## src/verilog/conv_ctl_defines.svh

```systemverilog
/*
 * Offsets, field positions, reset values and cycle counts of the
 * converter control block. Definitions only; include by bare name.
 */
`ifndef CONV_CTL_DEFINES_SVH
`define CONV_CTL_DEFINES_SVH

// ****************************************************************
// Clock and timing
// ****************************************************************
`define CLK_PERIOD_NS 100
`define TRIM_REQ_CYCLES 4'hA
`define DELAY_SHORT_CYCLES 32'h0100_0000
`define DELAY_LONG_CYCLES 32'h4000_0000
`define TRIM_RUN_CYCLES 16'h0400
`define DIV_RISE 3'h4
`define DIV_FALL 3'h0
`define LAT_NEAR 7
`define LAT_FAR 8

// ****************************************************************
// Register map
// ****************************************************************
`define ADDR_STATUS 8'h00
`define ADDR_MASK 8'h04
`define ADDR_STATE 8'h08
`define EV_TRIM_DONE 0
`define EV_PD_ENTER 1
`define EV_RANGE 2
`define EV_REQ_IGNORED 3
`define EV_WIDTH 4
`define STATUS_RESET 4'h0
`define MASK_RESET 4'h0

// ****************************************************************
// Code mapping
// ****************************************************************
`define CODE_OFFSET 10'h080
`define CODE_MAX 10'h0FF

`endif

```

## src/verilog/conv_ctl_pkg.sv

```systemverilog
/*
 * Types shared by the converter control block and its delay line.
 * Assumes conv_ctl_defines.svh is available on the include path.
 */
`include "conv_ctl_defines.svh"

package conv_ctl_pkg;

    // One-hot control states
    typedef enum logic [3:0] {
        ST_WAIT = 4'h1,
        ST_RUN = 4'h2,
        ST_TRIM = 4'h4,
        ST_DOWN = 4'h8
    } state_type;

    // Range flag beside an offset-binary code
    typedef struct packed {
        logic range;
        logic [7:0] code;
    } word_type;

endpackage : conv_ctl_pkg

```

## src/verilog/sample_delay.sv

```systemverilog
/*
 * Sample delay line: eight words deep, advancing once per sample enable,
 * with registered taps at seven and eight sample periods.
 * Assumes shift_en is a one-cycle pulse on clk.
 */
`timescale 1ns/10ps
`include "conv_ctl_defines.svh"

module sample_delay
(
    // Clock and reset
    input wire logic clk,
    input wire logic rst,
    // Write side
    input wire logic shift_en,
    input conv_ctl_pkg::word_type din,
    // Registered taps
    output conv_ctl_pkg::word_type tap_near,
    output conv_ctl_pkg::word_type tap_far
);

    typedef struct packed {
        conv_ctl_pkg::word_type [7:0] mem;
        conv_ctl_pkg::word_type near;
        conv_ctl_pkg::word_type far;
    } line_type;

    line_type q;
    line_type d;

    // Shift and read taps from the old contents, so each tap adds its own cycle
    always_comb
    begin
        d = q;
        if (shift_en)
        begin
            d.near = q.mem[`LAT_NEAR - 1];
            d.far = q.mem[`LAT_FAR - 1];
            d.mem = {q.mem[6:0], din};
        end
    end

    // State register
    always_ff @(posedge clk or posedge rst)
    begin
        if (rst)
            q <= '0;
        else
            q <= d;
    end

    assign tap_near = q.near;
    assign tap_far = q.far;

endmodule : sample_delay

```

## src/verilog/conv_ctl.sv

```systemverilog
/*
 * Control and status logic of an 8-bit converter: power-down, power-on
 * and commanded trim sequencing, offset-binary coding with range flag,
 * two interleaved output buses launched against a forwarded clock,
 * and a small register port with a masked interrupt.
 * Assumes control pins are asynchronous to clk and sample_in is on clk.
 */
// Chosen here: the address map and the strobed register port.
// Function
// - Range flag high for clipped output words
// - Pin low runs, pin high powers down
// - Powered down: all outputs high impedance (code keeps driving every output and only lowers output_enable)
// - Power-down waits for running trim to finish
// - Power-on delay frozen while power-down high
// - Trim requests ignored and dropped when down
// - Launch edge select picks clock edge
// - Trim active output high while trimming
// - Codes are offset binary, zero at midscale
// - Request: ten cycles low, ten high
// - Power-on delay 2^24 or 2^30 cycles
// - Buses carry samples 7 and 8 late
`timescale 1ns/10ps
`include "conv_ctl_defines.svh"

module conv_ctl
#(
    parameter int unsigned DELAY_SHORT = `DELAY_SHORT_CYCLES,
    parameter int unsigned DELAY_LONG = `DELAY_LONG_CYCLES
)
(
    // Clock and reset
    input wire logic clk,
    input wire logic rst,
    // Control pins
    input wire logic power_down_pin,
    input wire logic trim_request_pin,
    input wire logic launch_edge_select,
    input wire logic trim_delay_select,
    // Converter core sample, two's complement, on clk
    input wire logic [9:0] sample_in,
    // Output link
    output logic forwarded_data_clock,
    output logic [7:0] bus_near_data,
    output logic bus_near_range,
    output logic [7:0] bus_far_data,
    output logic bus_far_range,
    output logic output_enable,
    output logic trim_active,
    // Register port
    input wire logic [7:0] reg_addr,
    input wire logic [31:0] reg_wdata,
    input wire logic reg_write,
    input wire logic reg_read,
    output logic [31:0] reg_rdata,
    output logic irq
);

    // ****************************************************************
    // State
    // ****************************************************************
    typedef struct packed {
        conv_ctl_pkg::state_type state;
        logic pd_s1;
        logic pd_s2;
        logic req_s1;
        logic req_s2;
        logic req_s3;
        logic edge_s1;
        logic edge_s2;
        logic dly_s1;
        logic dly_s2;
        logic [3:0] low_cnt;
        logic [3:0] high_cnt;
        logic [30:0] delay_cnt;
        logic [15:0] trim_cnt;
        logic [2:0] div;
        logic fclk;
        logic [7:0] near_data;
        logic near_range;
        logic [7:0] far_data;
        logic far_range;
        logic oe;
        logic trim;
        logic [`EV_WIDTH-1:0] status;
        logic [`EV_WIDTH-1:0] mask;
        logic irq;
        logic [31:0] rdata;
    } ctl_type;

    ctl_type q;
    ctl_type d;

    conv_ctl_pkg::word_type tap_near;
    conv_ctl_pkg::word_type tap_far;
    conv_ctl_pkg::word_type coded;
    logic sample_en;
    logic launch;
    logic req_cmd;
    logic delay_done;
    logic [`EV_WIDTH-1:0] events;

    // ****************************************************************
    // Helpers
    // ****************************************************************

    // Offset binary: -128 maps to 00, +127 to FF; clip and flag beyond
    function automatic conv_ctl_pkg::word_type encode(input logic [9:0] s);
        logic [9:0] biased;
        conv_ctl_pkg::word_type w;
        biased = s + `CODE_OFFSET;
        w.range = 1'b0;
        w.code = biased[7:0];
        if ($signed(s) < -10'sd128)
        begin
            w.range = 1'b1;
            w.code = 8'h00;
        end
        else if ($signed(s) > 10'sd127)
        begin
            w.range = 1'b1;
            w.code = 8'hFF;
        end
        return w;
    endfunction : encode

    // Power-on delay target from the synchronised select pin
    function automatic logic [30:0] delay_target(input logic long_sel);
        return long_sel ? 31'(DELAY_LONG) : 31'(DELAY_SHORT);
    endfunction : delay_target

    // Sample clock is clk / 4; the forwarded clock spans two samples
    assign sample_en = (q.div[1:0] == 2'h3) && !q.state[3];
    assign coded = encode(sample_in);
    assign req_cmd = q.req_s2 && (q.low_cnt == `TRIM_REQ_CYCLES)
        && (q.high_cnt == `TRIM_REQ_CYCLES - 4'h1);
    assign delay_done = (q.delay_cnt >= delay_target(q.dly_s2) - 31'h1);

    // ****************************************************************
    // Delay line
    // ****************************************************************
    sample_delay u_delay
    (
        .clk(clk),
        .rst(rst),
        .shift_en(sample_en),
        .din(coded),
        .tap_near(tap_near),
        .tap_far(tap_far)
    );

    // ****************************************************************
    // Next state
    // ****************************************************************
    always_comb
    begin
        d = q;
        events = '0;
        launch = 1'b0;

        // Two-flop synchronisers; the first stage is never read
        d.pd_s1 = power_down_pin;
        d.pd_s2 = q.pd_s1;
        d.req_s1 = trim_request_pin;
        d.req_s2 = q.req_s1;
        d.req_s3 = q.req_s2;
        d.edge_s1 = launch_edge_select;
        d.edge_s2 = q.edge_s1;
        d.dly_s1 = trim_delay_select;
        d.dly_s2 = q.dly_s1;

        // Request filter: count a low run, then a high run, noise restarts it
        if (q.state == conv_ctl_pkg::ST_DOWN || (q.state == conv_ctl_pkg::ST_WAIT && q.pd_s2)
            || (q.req_s2 && (q.low_cnt != `TRIM_REQ_CYCLES || req_cmd)))
        begin
            d.low_cnt = 4'h0;
            d.high_cnt = 4'h0;
        end
        else if (!q.req_s2)
        begin
            d.high_cnt = 4'h0;
            if (q.low_cnt != `TRIM_REQ_CYCLES)
                d.low_cnt = q.low_cnt + 4'h1;
        end
        else
        begin
            d.high_cnt = q.high_cnt + 4'h1;
        end

        // A request rising while powered down is dropped and noted; the extra
        // stage finds the edge without reading the first synchroniser flop
        if (q.state == conv_ctl_pkg::ST_DOWN && q.req_s2 && !q.req_s3)
            events[`EV_REQ_IGNORED] = 1'b1;

        // Sequencer; the trim counter rests at zero outside a trim
        d.trim_cnt = 16'h0;
        case (q.state)
            conv_ctl_pkg::ST_WAIT:
            begin
                if (!q.pd_s2)
                    d.delay_cnt = q.delay_cnt + 31'h1;
                if (req_cmd || (!q.pd_s2 && delay_done))
                    d.state = conv_ctl_pkg::ST_TRIM;
            end
            conv_ctl_pkg::ST_RUN:
            begin
                if (q.pd_s2)
                begin
                    d.state = conv_ctl_pkg::ST_DOWN;
                    events[`EV_PD_ENTER] = 1'b1;
                end
                else if (req_cmd)
                    d.state = conv_ctl_pkg::ST_TRIM;
            end
            conv_ctl_pkg::ST_TRIM:
            begin
                // Power-down is only looked at once the trim is complete
                d.trim_cnt = q.trim_cnt + 16'h1;
                if (q.trim_cnt == `TRIM_RUN_CYCLES - 16'h1)
                begin
                    events[`EV_TRIM_DONE] = 1'b1;
                    d.state = q.pd_s2 ? conv_ctl_pkg::ST_DOWN : conv_ctl_pkg::ST_RUN;
                    events[`EV_PD_ENTER] = q.pd_s2;
                end
            end
            conv_ctl_pkg::ST_DOWN:
            begin
                if (!q.pd_s2)
                    d.state = conv_ctl_pkg::ST_RUN;
            end
            default:
            begin
                d.state = conv_ctl_pkg::ST_WAIT;
            end
        endcase

        // Output enable drops while powered down or held down before power-on trim
        d.oe = !(d.state == conv_ctl_pkg::ST_DOWN
            || (d.state == conv_ctl_pkg::ST_WAIT && q.pd_s2));
        d.trim = (d.state == conv_ctl_pkg::ST_TRIM);

        // Forwarded clock divider; stopped in power-down to save power
        if (q.state != conv_ctl_pkg::ST_DOWN)
        begin
            d.div = q.div + 3'h1;
            d.fclk = d.div[2];
            launch = q.edge_s2 ? (d.div == `DIV_RISE) : (d.div == `DIV_FALL);
        end

        // Bus words change together with the selected forwarded clock edge
        if (launch)
        begin
            d.near_data = tap_near.code;
            d.near_range = tap_near.range;
            d.far_data = tap_far.code;
            d.far_range = tap_far.range;
        end

        if (sample_en && coded.range)
            events[`EV_RANGE] = 1'b1;

        // Register port: status is write-one-to-clear, a new event wins
        d.rdata = 32'h0;
        if (reg_write && reg_addr == `ADDR_MASK)
            d.mask = reg_wdata[`EV_WIDTH-1:0];
        if (reg_write && reg_addr == `ADDR_STATUS)
            d.status = q.status & ~reg_wdata[`EV_WIDTH-1:0];
        d.status = d.status | events;
        if (reg_read)
        begin
            case (reg_addr)
                `ADDR_STATUS: d.rdata = {28'h0, q.status};
                `ADDR_MASK: d.rdata = {28'h0, q.mask};
                `ADDR_STATE: d.rdata = {26'h0, q.oe, q.trim, q.state};
                default: d.rdata = 32'h0;
            endcase
        end
        d.irq = |(d.status & d.mask);
    end

    // ****************************************************************
    // State register
    // ****************************************************************
    always_ff @(posedge clk or posedge rst)
    begin
        if (rst)
        begin
            q <= '0;
            q.state <= conv_ctl_pkg::ST_WAIT;
            {q.pd_s1, q.pd_s2, q.req_s1, q.req_s2, q.req_s3} <= 5'h1F; // Pins idle until seen
            q.status <= `STATUS_RESET;
            q.mask <= `MASK_RESET;
        end
        else
        begin
            q <= d;
        end
    end

    // Every output straight from the state register
    assign forwarded_data_clock = q.fclk;
    assign bus_near_data = q.near_data;
    assign bus_near_range = q.near_range;
    assign bus_far_data = q.far_data;
    assign bus_far_range = q.far_range;
    assign output_enable = q.oe;
    assign trim_active = q.trim;
    assign reg_rdata = q.rdata;
    assign irq = q.irq;

    // ****************************************************************
    // Assertions
    // ****************************************************************
    AST_DOWN_FLOATS: assert property (@(posedge clk) disable iff (rst)
        q.state == conv_ctl_pkg::ST_DOWN |-> !output_enable)
        else $error("outputs driven in power-down");

    AST_PD_ENTERS: assert property (@(posedge clk) disable iff (rst)
        q.state == conv_ctl_pkg::ST_RUN && q.pd_s2
        |=> q.state == conv_ctl_pkg::ST_DOWN && !output_enable)
        else $error("power-down pin did not power down");

    AST_TRIM_HOLDS: assert property (@(posedge clk) disable iff (rst)
        q.state == conv_ctl_pkg::ST_TRIM && q.trim_cnt != `TRIM_RUN_CYCLES - 16'h1
        |=> q.state == conv_ctl_pkg::ST_TRIM)
        else $error("trim cut short");

    AST_WAIT_FROZEN: assert property (@(posedge clk) disable iff (rst)
        q.state == conv_ctl_pkg::ST_WAIT && q.pd_s2 && !req_cmd
        |=> $stable(q.delay_cnt) && q.state == conv_ctl_pkg::ST_WAIT)
        else $error("power-on delay ran while powered down");

    AST_DOWN_NO_TRIM: assert property (@(posedge clk) disable iff (rst)
        q.state == conv_ctl_pkg::ST_DOWN |=> q.state != conv_ctl_pkg::ST_TRIM
        && q.low_cnt == 4'h0)
        else $error("trim request acted on in power-down");

    AST_LAUNCH_EDGE: assert property (@(posedge clk) disable iff (rst)
        $changed(bus_near_data) |-> $changed(forwarded_data_clock)
        && forwarded_data_clock == $past(q.edge_s2))
        else $error("bus changed away from selected edge");

    AST_TRIM_FLAG: assert property (@(posedge clk) disable iff (rst)
        trim_active == (q.state == conv_ctl_pkg::ST_TRIM))
        else $error("trim active disagrees with sequencer");

    AST_REQ_SHAPE: assert property (@(posedge clk) disable iff (rst)
        req_cmd |-> $past(q.req_s2, 9) && !$past(q.req_s2, 10)
        && q.state != conv_ctl_pkg::ST_DOWN)
        else $error("trim command without ten low then ten high");

    AST_CODE_MAP: assert property (@(posedge clk) disable iff (rst)
        $signed(sample_in) == 10'sd0 |-> coded.code == 8'h80 && !coded.range)
        else $error("midscale not at 80");

    AST_CLIP_FLAG: assert property (@(posedge clk) disable iff (rst)
        $signed(sample_in) > 10'sd127 |-> coded.range && coded.code == 8'hFF)
        else $error("over-range sample not flagged");

    AST_POWER_ON: assert property (@(posedge clk) disable iff (rst)
        q.state == conv_ctl_pkg::ST_WAIT && !q.pd_s2 && delay_done && !req_cmd
        |=> q.state == conv_ctl_pkg::ST_TRIM ##1 trim_active)
        else $error("power-on trim did not start at delay end");

endmodule : conv_ctl

```

## config.mk

```make
export PLATFORM = sky130hd
export DESIGN_NAME = conv_ctl
export DESIGN_NICKNAME = d
export VERILOG_FILES = /design/src/verilog/conv_ctl_pkg.sv /design/src/verilog/sample_delay.sv /design/src/verilog/conv_ctl.sv
export VERILOG_INCLUDE_DIRS = /design/src /design/src/verilog
export SDC_FILE = /design/constraint.sdc
export NUM_CORES = 1
export LEC_CHECK = 0
export BUFFER_PORTS_ARGS = -buffer_cell sky130_fd_sc_hd__buf_4
export CAP_MARGIN = 20
export CORE_MARGIN = 3
export CORE_UTILIZATION = 52
export CTS_BUF_LIST = sky130_fd_sc_hd__clkbuf_16
export CTS_CLUSTER_SIZE = 25
export DETAILED_ROUTE_END_ITERATION = 10
export PLACE_DENSITY = 0.76
export SETUP_SLACK_MARGIN = 0.1
export SLEW_MARGIN = 20
export SYNTH_ARGS = -nofsm -noshare
export SYNTH_HDL_FRONTEND = slang
export SYNTH_SLANG_ARGS = --single-unit
```

## constraint.sdc

```tcl
create_clock -name clk -period 5.18 [get_ports clk]
set_input_delay 0.259 -clock clk [delete_from_list [all_inputs] [get_ports clk]]
set_output_delay 0.259 -clock clk [all_outputs]
set_load 0.005 [all_outputs]
```

==> flow_metrics.tcl <==
set metrics [dict create \
    status "complete, no violations" \
    layout-drive-gt1-share 0.2605 \
    drc_errors 0 \
    routedWlPerCell_um 14.63 \
    htreeDepth 4 \
    hold_slack_ns 0.07891 \
    synth_edf_count 0 \
    ys_seq_area_frac 0.5665 \
    grt_pass1_wl_mm 23.58 \
    die-area_mm2 0.01746 \
    syn_avg_cell_area_um2 12.01 \
    finalCritPeriodShare 0.4731 \
    max-cap-violations 0 \
    cts_root_buf "clkbuf_16" \
    finalPower_mw 3.067 \
    clockBufferDepth 2 \
    pin_count 112 \
    finalCriticalPeriod_ns 2.451 \
    insertion_delay_ns 0.43 \
    final_hold_viol_count 0 \
    max_clock_freq_ghz 0.4081 \
    cts_setup_buffers 0 \
    p_leak_nw 4.301 \
    peakVddDrop_uv 263.1 \
    cts_buffers 17 \
    hold_path_class "in -> reg" \
    place_area_mm2 0.008646 \
    fin_setup_tns_ns 0 \
    vias_per_cell 5.209 \
    drv_slew 0 \
    skew_ns 0.01050 \
    cts_num_sinks 187 \
    drt_iter0_markers 255 \
    die_y_um 132.1 \
    rows 45 \
    grt.overflow.total 0 \
    cts_tree "yes" \
    critPathLaunchType "register" \
    vias 4938 \
    clkTransAtPathRegs_ns 0.07 \
    port_buffers 57 \
    worst_ep_required_time_ns 5.49 \
    grt_max_degree 188 \
    max_slew_margin 0.2909 \
    finalSetupViolCount 0 \
    stdcell_area_mm2 0.009230 \
    initial_core_util 0.5383 \
    synth_cells 689 \
    die_w_um 132.1 \
    ys_types 52 \
    power_density_mw_per_mm2 332.3 \
    diodes 0 \
    tightest_slew_ns 1.064 \
    yosys_register_bits 187 \
    arrival_ns 2.76 \
    cts_resized 0 \
    grt_antenna_before_repair 0 \
    detail-route-antenna-nets 0 \
    yosysWarnings 0 \
    core_area_mm2 0.01537 \
    worstSetupPathType "reg -> reg" \
    grt.total_usage 0.1658 \
    first_global_vias 4913 \
    dr.pass1.iters 4 \
    rsz0062_at_grt "no" \
    globalplace.congestion 0.7923 \
    async_flop_share 1.000 \
    area_delta_synth_final_pct 11.55 \
    ys.flop_type "dfrtp_1" \
    synth_area_mm2 0.008274 \
    path_max_fanout 18 \
    end_kind "register" \
    dp_hpwl_mm 9.387 \
    wirelength_mm 13.87 \
    nNetsFinal 797 \
]
registers in the layout, indices dropped and copies added, names as in the netlist:
name	count
u_delay.tap_far	9
bus_near_range	1
reg_rdata	6
bus_near_data	8
q	74
d	5
irq	1
bus_far_data	8
bus_far_range	1
trim_active	1
output_enable	1
u_delay.q	72
through the flow:
stage | setup WS [ns] | std cells | util
2_1_floorplan | 2.519 | 714 | -
3_3_place_gp | 2.745 | 913 | 0.5625
3_5_place_dp | 2.648 | 913 | 0.5625
4_1_cts | 2.647 | 948 | 0.6005
5_1_grt | 2.506 | 948 | 0.6005
6_report | 2.729 | 948 | 0.6005
layout by cell type, fill, tap and decap left out, types with 17 or more instances in the layout:
| cell | count |
|---|---|
| buf_4 | 57 |
| xor2_1 | 29 |
| nor2_1 | 62 |
| dfrtp_1 | 181 |
| nand3_1 | 21 |
| clkbuf_16 | 17 |
| xnor2_1 | 24 |
| conb_1 | 26 |
| mux2_2 | 93 |
| nand2_1 | 52 |
layout make-up:
type                            count  area [um2]
Fill cell                        1206        6141
Sequential cell                   187        4687
Multi-Input combinational cell    442        3187
Timing Repair Buffer               62       488.0
Clock buffer                       17       425.4
Tap cell                          211       264.0
Clock inverter                     14       118.9
Inverter                           15       60.06
synth_stat cells (4+ instances only):
cell type | n | area share
dfstp_2 | 6 | 0.019
o21ai_0 | 16 | 0.0097
and4_1 | 7 | 0.0074
and2_1 | 4 | 0.0030
xnor2_1 | 24 | 0.025
inv_1 | 15 | 0.0068
clkbuf_1 | 20 | 0.0091
buf_4 | 48 | 0.044
or3_1 | 6 | 0.0045
nand4_1 | 7 | 0.0053
mux2_2 | 93 | 0.13
mux2i_1 | 4 | 0.0048
xor2_1 | 29 | 0.031
and3_1 | 6 | 0.0045
nor4_1 | 5 | 0.0038
dfrtp_1 | 181 | 0.55
nand3_1 | 21 | 0.013
nand2_1 | 52 | 0.024
nor3_1 | 12 | 0.0073
nor2_1 | 62 | 0.028
ha_1 | 14 | 0.021
a21oi_1 | 9 | 0.0054
cell families after synthesis:
family / share of synthesized area
adder cells (fa/ha/maj): 0.02117
XOR/XNOR: 0.05610
flip-flops: 0.5665
AND/OR/NAND/NOR: 0.1276
AO/OA/AOI/OAI: 0.03251
other: 0.0004532
multiplexers: 0.1350
buffers and inverters: 0.06064
path summary, 6_finish.rpt:
kind,start,to,slack [ns],cells past startpoint
min in group asynchronous,rst,bus_far_data[6],0.13,3
min reg2reg,d[120],q[120],0.35,0
max reg2reg,q[62],bus_far_data[0],2.73,5
max in group asynchronous,rst,q[40],4.41,3
min,reg_wdata[0],q[33],0.08,2
max,q[62],bus_far_data[0],2.73,5
power breakdown:
part | switching, mW | internal (mW) | total, mW
Combinational | 0.107 | 0.124 | 0.232
Sequential | 0.0648 | 1.56 | 1.63
Clock | 0.547 | 0.662 | 1.21
Total | 0.719 | 2.35 | 3.07
critical path, cell delays in order, from the launching register on:
cell,delay (ns)
dfrtp_1,0.41
ha_1,0.27
xor2_1,0.20
xnor2_1,0.13
nand3_1,0.73
mux2_2,0.57
repair_timing:
item | in CTS | in global routing
setup endpoints to repair | 0 | 0
hold buffers | 4 | 0
hold endpoints to repair | 4 | 0
routing by layer:
layer,global-route usage,up-vias,wire length (um)
met5,0,-,0
met4,0.06184,0,177
met3,0.04237,14,619
met2,0.2660,114,6703
met1,0.2194,2437,6367
li1,-,2373,-
Note: power is estimated with default switching activity, not from simulation.
